### config.mk
export PLATFORM = sky130hd
export DESIGN_NAME = pgel_top
export DESIGN_NICKNAME = d
export VERILOG_FILES = /design/src/pgel_pkg.sv /design/src/pgel_top.sv
export VERILOG_INCLUDE_DIRS = /design/src /design/src/src
export SDC_FILE = /design/constraint.sdc
export NUM_CORES = 1
export LEC_CHECK = 0
export BUFFER_PORTS_ARGS = -buffer_cell sky130_fd_sc_hd__buf_4
export CORE_MARGIN = 2
export CORE_UTILIZATION = 51
export CTS_CLUSTER_SIZE = 28
export DETAILED_ROUTE_END_ITERATION = 6
export GPL_ROUTABILITY_DRIVEN = 0
export PLACE_DENSITY = 0.95
export SLEW_MARGIN = 20
export SYNTH_ARGS = -nofsm -noshare
export SYNTH_HDL_FRONTEND = slang
export SYNTH_SLANG_ARGS = --single-unit
### constraint.sdc
create_clock -name i_ref_clk -period 5.2 [get_ports i_ref_clk]
set_input_delay 0.52 -clock i_ref_clk [delete_from_list [all_inputs] [get_ports i_ref_clk]]
set_output_delay 0.52 -clock i_ref_clk [all_outputs]
set_load 0.03 [all_outputs]
### src/pgel_map.svh
/*
 * offsets, field positions, reset values and timing figures of the
 * pre-driver gate enable logic.
 * assumes it is included by bare name wherever a figure is needed.
 */
`ifndef PGEL_MAP_SVH
`define PGEL_MAP_SVH

// ****************************************************************
// register map
// ****************************************************************
`define PGEL_ADDR_W 9
`define PGEL_SETUP_OFFSET 9'h1c5
`define PGEL_STATUS_OFFSET 9'h1c6
`define PGEL_SETUP_RESET 16'h0000
`define PGEL_READ_ZERO 16'h0000

// ****************************************************************
// fields of driver_setup_reg
// ****************************************************************
`define PGEL_BYPASS_BIT 0
`define PGEL_CLKMON_OFF_BIT 1
`define PGEL_HS_LOW_LSB 2
`define PGEL_HS_LOW_MSB 6

// ****************************************************************
// channel constants
// ****************************************************************
`define PGEL_BYPASS_CH_MASK 6'h24

// ****************************************************************
// timing
// ****************************************************************
`define PGEL_CLK_PERIOD_NS 4
`define PGEL_CP_INIT_NS 10000

`endif

### src/pgel_pkg.sv
/*
 * types shared by the pre-driver gate enable logic.
 * assumes nothing of its surroundings.
 */
package pgel_pkg;

   // charge pump sequencing states
   typedef enum logic [1:0]
   {
      PGEL_CP_OFF,
      PGEL_CP_INIT,
      PGEL_CP_READY
   } pgel_cp_state_e;

endpackage

### src/pgel_top.sv
/*
 * pre-driver gate enable logic: charge pump sequencing, high-side
 * gate forcing and low-side gate command forming, with one setup
 * register and one status register on a simple register port.
 * assumes every input is synchronous to i_ref_clk and that the
 * analog comparators deliver clean levels.
 */
`timescale 1ns/100ps
`include "pgel_map.svh"

// Contract
// - pump runs once supplies good, reset released
// - boost undervoltage disables all high-side gates
// - reset pin or enable low forces high gates
// - low bootstrap voltage never drives gate high
// - each source charges only below pump level
// - five independent per-channel pump sources
// - pump outputs valid after 10 us init
// - enable low forces low-side commands off
// - bypass bit frees channels 3, 6 from enable
// - either undervoltage flag forces low-side off
// - missing clock forces off, software can disable
// - command high only when every condition good
// - reset pin low pulls low-side gates down
// - high-side used low-side loses drain monitoring
// - low command pulls down, high pulls up
module pgel_top
#(
   parameter int HS_CH = 5,
   parameter int LS_CH = 6
)
(
   input wire logic i_ref_clk,
   input wire logic i_srst,
   input wire logic i_power_on_reset_n,
   input wire logic i_reset_pin_n,
   input wire logic i_drv_en,
   input wire logic i_logic_supply_ok,
   input wire logic i_boost_supply_ok,
   input wire logic i_gate_supply_undervolt,
   input wire logic i_logic_supply_undervolt,
   input wire logic i_clock_ok,
   input wire logic [LS_CH-1:0] i_ls_request,
   input wire logic [HS_CH-1:0] i_hs_request,
   input wire logic [HS_CH-1:0] i_bootstrap_node_ok,
   input wire logic [HS_CH-1:0] i_bootstrap_node_below_cp,
   input wire logic i_reg_wr_en,
   input wire logic i_reg_rd_en,
   input wire logic [`PGEL_ADDR_W-1:0] i_reg_addr,
   input wire logic [15:0] i_reg_wdata,
   output logic [15:0] o_reg_rdata,
   output logic o_cp_run,
   output logic o_cp_ready,
   output logic [HS_CH-1:0] o_cp_src_en,
   output logic [HS_CH-1:0] o_high_gate_out,
   output logic [HS_CH-1:0] o_hs_vds_mon_valid,
   output logic [LS_CH-1:0] o_ls_command,
   output logic [LS_CH-1:0] o_ls_drive_high,
   output logic [LS_CH-1:0] o_ls_drive_low,
   output logic [LS_CH-1:0] o_ls_pulldown_en
);

   // ****************************************************************
   // constants
   // ****************************************************************
   // least time, so round up to whole cycles
   localparam int CP_INIT_CYC =
      (`PGEL_CP_INIT_NS + `PGEL_CLK_PERIOD_NS - 1) / `PGEL_CLK_PERIOD_NS;
   localparam int CNT_W = $clog2(CP_INIT_CYC + 1);
   localparam logic [CNT_W-1:0] CP_INIT_LAST = CNT_W'(CP_INIT_CYC - 1);
   localparam logic [LS_CH-1:0] BYPASS_MASK = `PGEL_BYPASS_CH_MASK;

   // ****************************************************************
   // functions
   // ****************************************************************
   // one low-side gate decision; bypass only lifts the enable term
   function automatic logic ls_gate
   (
      input logic req,
      input logic en_ok,
      input logic uv_any,
      input logic clk_ok
   );
      ls_gate = req & en_ok & ~uv_any & clk_ok;
   endfunction

   // ****************************************************************
   // declarations
   // ****************************************************************
   logic [15:0] driver_setup_reg;
   logic [15:0] driver_setup_next;
   logic [15:0] rdata_next;
   logic [15:0] status_word;
   pgel_pkg::pgel_cp_state_e cp_state_reg;
   pgel_pkg::pgel_cp_state_e cp_state_next;
   logic [CNT_W-1:0] cp_cnt_reg;
   logic [CNT_W-1:0] cp_cnt_next;
   logic [HS_CH-1:0] hs_req_reg;
   logic [LS_CH-1:0] ls_cmd_next;
   logic cp_cond;
   logic hs_allow;
   logic bypass_on;
   logic clkmon_off;
   logic uv_any;
   logic clk_ok_eff;
   logic [HS_CH-1:0] hs_low_cfg;
   logic sel_setup;
   logic sel_status;

   // ****************************************************************
   // register decode
   // ****************************************************************
   assign sel_setup = (i_reg_addr == `PGEL_SETUP_OFFSET);
   assign sel_status = (i_reg_addr == `PGEL_STATUS_OFFSET);
   assign driver_setup_next = (i_reg_wr_en && sel_setup) ? i_reg_wdata : driver_setup_reg;
   assign bypass_on = driver_setup_reg[`PGEL_BYPASS_BIT];
   assign clkmon_off = driver_setup_reg[`PGEL_CLKMON_OFF_BIT];
   assign hs_low_cfg = driver_setup_reg[`PGEL_HS_LOW_MSB:`PGEL_HS_LOW_LSB];

   // status shows live pump and gating state; unmapped reads give zero
   assign status_word = {3'h0, o_high_gate_out, o_cp_src_en, uv_any,
      clk_ok_eff, o_cp_ready};
   assign rdata_next = !i_reg_rd_en ? o_reg_rdata :
      sel_setup ? driver_setup_reg :
      sel_status ? status_word : `PGEL_READ_ZERO;

   // register storage and read data
   always_ff @(posedge i_ref_clk)
   begin
      if (i_srst)
      begin
         driver_setup_reg <= `PGEL_SETUP_RESET;
         o_reg_rdata <= `PGEL_READ_ZERO;
      end
      else
      begin
         driver_setup_reg <= driver_setup_next;
         o_reg_rdata <= rdata_next;
      end
   end

   // ****************************************************************
   // charge pump sequencing
   // ****************************************************************
   // pump start conditions
   assign cp_cond = i_logic_supply_ok & i_boost_supply_ok & i_power_on_reset_n;

   // losing any start condition drops straight back to off
   always_comb
   begin
      cp_state_next = cp_state_reg;
      cp_cnt_next = cp_cnt_reg;
      case (cp_state_reg)
         pgel_pkg::PGEL_CP_OFF:
         begin
            cp_cnt_next = '0;
            if (cp_cond)
               cp_state_next = pgel_pkg::PGEL_CP_INIT;
         end
         pgel_pkg::PGEL_CP_INIT:
         begin
            if (!cp_cond)
               cp_state_next = pgel_pkg::PGEL_CP_OFF;
            else if (cp_cnt_reg == CP_INIT_LAST)
               cp_state_next = pgel_pkg::PGEL_CP_READY;
            else
               cp_cnt_next = cp_cnt_reg + 1'b1;
         end
         pgel_pkg::PGEL_CP_READY:
         begin
            if (!cp_cond)
               cp_state_next = pgel_pkg::PGEL_CP_OFF;
         end
         default:
            cp_state_next = pgel_pkg::PGEL_CP_OFF;
      endcase
   end

   // pump state flops
   always_ff @(posedge i_ref_clk)
   begin
      if (i_srst)
      begin
         cp_state_reg <= pgel_pkg::PGEL_CP_OFF;
         cp_cnt_reg <= '0;
      end
      else
      begin
         cp_state_reg <= cp_state_next;
         cp_cnt_reg <= cp_cnt_next;
      end
   end

   // run also gated live so power-on reset stops it at once
   assign o_cp_run = (cp_state_reg != pgel_pkg::PGEL_CP_OFF) & cp_cond;
   assign o_cp_ready = (cp_state_reg == pgel_pkg::PGEL_CP_READY) & cp_cond;

   // sources stop once node is above pump level
   // one independent source per channel, whatever the drain supply
   assign o_cp_src_en = {HS_CH{o_cp_ready}} & i_bootstrap_node_below_cp;

   // ****************************************************************
   // high-side gates
   // ****************************************************************
   // request is sampled, the forcing terms act without a clock edge
   always_ff @(posedge i_ref_clk)
   begin
      if (i_srst)
         hs_req_reg <= '0;
      else
         hs_req_reg <= i_hs_request;
   end

   // reset pin or enable low forces gates low at once
   assign hs_allow = i_boost_supply_ok & i_reset_pin_n & i_drv_en;
   // a weak bootstrap never lets a gate go high
   assign o_high_gate_out = hs_req_reg & {HS_CH{hs_allow}} & i_bootstrap_node_ok;

   // drain monitoring is meaningless on a channel used low-side
   assign o_hs_vds_mon_valid = ~hs_low_cfg;

   // ****************************************************************
   // low-side gate commands
   // ****************************************************************
   // either supply undervoltage
   assign uv_any = i_gate_supply_undervolt | i_logic_supply_undervolt;
   // clock monitor gating, software may switch it off
   assign clk_ok_eff = i_clock_ok | clkmon_off;

   // bypassed on channels 3 and 6 when the bit is set
   // bypass lifts only the enable term
   // high only with every condition good
   always_comb
   begin
      for (int i = 0; i < LS_CH; i++)
      begin
         ls_cmd_next[i] = ls_gate(i_ls_request[i],
            i_drv_en | (bypass_on & BYPASS_MASK[i]), uv_any, clk_ok_eff);
      end
   end

   // command held in flops for a clean gate edge
   always_ff @(posedge i_ref_clk)
   begin
      if (i_srst)
         o_ls_command <= '0;
      else
         o_ls_command <= ls_cmd_next;
   end

   // low command sinks to ground, high sources from gate supply
   assign o_ls_drive_high = o_ls_command & {LS_CH{i_reset_pin_n}};
   assign o_ls_drive_low = ~o_ls_drive_high;
   // pull-down holds gates off while the reset pin is low
   assign o_ls_pulldown_en = {LS_CH{~i_reset_pin_n}};
endmodule

==> out/qor.txt <==
FFs w/ async S/R, synth - 0%
Setup bufs post-CTS - 0
Seq. cell area - 0.00114 sq mm
Tightest Hold Check Type - input pin to flip-flop
Synth Cell Area - 0.00259 sq mm
Critical path launch point type - flip-flop
# setup viols final - 0
Vias in the first global route - 2,456
Max Slew Vio Count - 0
Hold path startpoint - i_ls_request[2]
#FFs+latches synth - 57
Final wirelength - 7070 microns
Ys Warns - 0
Slew @ Worst Pin - 888 ps
Initial antenna violation count - 0
Worst Skew - 2.46 ps
Multi-input logic area - 0.00124 sq mm
CP peak stage delay - 570 ps
Site row count - 25
CTS resizes - 0
CTS hold repair buffers - 0
Slowest-stage cell, CP - nor2_1
Leak - 1.53 nW
Worst-path cell chain - nand2b_1, nor2_1, and2_1, buf_4
WP buf/inv - 1
Layout area overhead - 36.8%
Placed inst area - 0.00338 sq mm
TNS Setup - 0 ps
Top cell type's share of synthesized area - 44.0%
Synth top area cells - dfxtp_1, nand2_1, a21oi_1, nand3_1, and3_1
Number of port buffers - 114
Max Cap Viol - 0
Crit. End Element - output port
Post-Syn Instances - 302
RSZ-0062 raised after global routing - false
Final worst-path cycle share - 48.5%
DR DRC count - 0
Post-synth EDFFs - 0
DR iter-0 viols - 106
Area leader, netlist - dfxtp_1
Largest net degree at the start of global routing - 34
Initial Util - 53.8%
Synth Flop Type - dfxtp_1
Worst-path clk slew - 60 ps
Max-slew headroom - 40.8%
Sequential fraction of the synthesis area - 44.0%
Bufs on Longest Clock Path - 2
Dpl hpwl - 5110 microns
Diodes inserted - 0
Nets - 463
Root buffer cell - clkbuf_8
Minimum clock period - 2520 ps
Die area - 0.00567 sq mm
Worst path top cell family by delay - simple AND/OR/NAND/NOR gates
Critical path required time - 4680 ps
Clock Latency Late Sink - 320 ps
Worst setup path start - cp_state_reg[0]
First-pass DRT Iterations - 4
Fin area - 0.00355 sq mm
Post-route ant nets - 0
Outcome - finished, final reports clean
Core area - 0.00482 sq mm
Pwr dens - 249 mW/mm^2
Fmax - 397 MHz
Die height - 75.3 microns
Reg2reg start - cp_state_reg[0]
Total Routing Usage GR - 25.6%
Htree depth - 3
CTS Sinks - 57
Total power - 0.000884 W
Mean Syn Cell Area - 8.58 sq um
Arrival time at the worst endpoint - 2000 ps
Kind of critical path - flip-flop to output port
Unique masters post-synth - 49
Die W - 75.3 microns
Global route total overflow - 0
# IOs - 115
Cts bufs inserted - 9
# fillers - 370
First-pass GRT wire length - 10,800 microns
Share of cells above drive strength 1 - 34.2%
CTS tree - done
Hold Vio Cnt, Final - 0
Avg Vias per Cell - 5.55
Wirelength per Cell - 14.9 microns
Synthesized Nets - 361
Via count - 2,629
Peak supply drop - 0.000170 V
Worst-path maximum fanout - 16
-- layout make-up --
type | count | area share, %
timing repair buffer | 114 | 24.1
inverter | 16 | 1.69
tap | 67 | 2.36
sequential | 57 | 32.2
multi-input combinational | 206 | 35.0
clock buffer | 14 | 4.59
-- layout by cell type, fill, tap and decap left out, types with 5 or more instances in the layout --
| master | netlist | final |
|---|---|---|
| a21oi_1 | 24 | 24 |
| mux2i_1 | 6 | 6 |
| a31oi_1 | 7 | 7 |
| nand3_1 | 23 | 23 |
| and3_1 | 11 | 11 |
| o21ai_1 | 7 | 7 |
| dfxtp_1 | 57 | 57 |
| nand2_1 | 38 | 38 |
| nor2b_1 | 7 | 7 |
| nand4_1 | 7 | 7 |
| inv_1 | 15 | 15 |
| xnor2_1 | 5 | 5 |
| nand2b_1 | 5 | 5 |
| o21ai_0 | 6 | 6 |
| a211oi_1 | 5 | 5 |
| clkbuf_8 | 1 | 11 |
| and2_1 | 8 | 8 |
| buf_4 | 5 | 114 |
| nor2_1 | 13 | 13 |
-- cells in the mapped netlist (6+ instances only) --
library cell	instances
and3_1	11
a31oi_1	7
nor2_1	13
dfxtp_1	57
a21oi_1	24
inv_1	15
mux2i_1	6
clkbuf_1	9
nor2b_1	7
and2_1	8
nand2_1	38
o21ai_0	6
nand4_1	7
o21ai_1	7
nand3_1	23
-- through the flow --
stage | hold WS (ps) | cells | setup slack [ps] | utilization, %
6_report | 393 | 474 | 2680 | 73.6
5_1_grt | 383 | 474 | 2560 | 73.6
3_5_place_dp | 445 | 460 | 2880 | 70.2
4_1_cts | 381 | 474 | 2710 | 73.6
3_3_place_gp | 436 | 460 | 2950 | 70.2
2_1_floorplan | 436 | 302 | 2990 | -
-- kinds of logic (layout without fill, tap and decap cells) --
logic type,count (synthesis),after routing,synth area share (%)
flip-flops,57,57,44.0
XOR/XNOR,5,5,1.69
buffers and inverters,39,144,8.06
AND/OR/NAND/NOR,130,130,27.9
adder cells (fa/ha/maj),1,1,0.483
multiplexers,6,6,2.32
AO/OA/AOI/OAI,64,64,15.5
-- where the power goes --
group          leakage [nW]  internal (W)  switching (W)  total [W]
clock                0.0826      0.000194       0.000163   0.000357
combinational         0.986     0.0000411      0.0000410  0.0000822
sequential            0.462      0.000442     0.00000272   0.000445
total                  1.53      0.000677       0.000207   0.000884
-- worst paths after layout --
path	end	slack (ps)	cells after the start
worst min-delay path	o_ls_command[2]	390	2
worst max-delay path	o_cp_src_en[0]	2680	4
worst min register to register	o_reg_rdata[1]	450	2
worst max register to register	o_reg_rdata[0]	3390	4
-- metal layers --
metal / wire, microns / up-vias / global-route usage, %
met4: 121 / 0 / 10.5
met2: 3560 / 135 / 46.6
met1: 2740 / 1228 / 27.3
met5: 0 / - / 0
met3: 646 / 13 / 7.94
li1: - / 1253 / -
No activity file was read; power rests on OpenSTA's default activity.
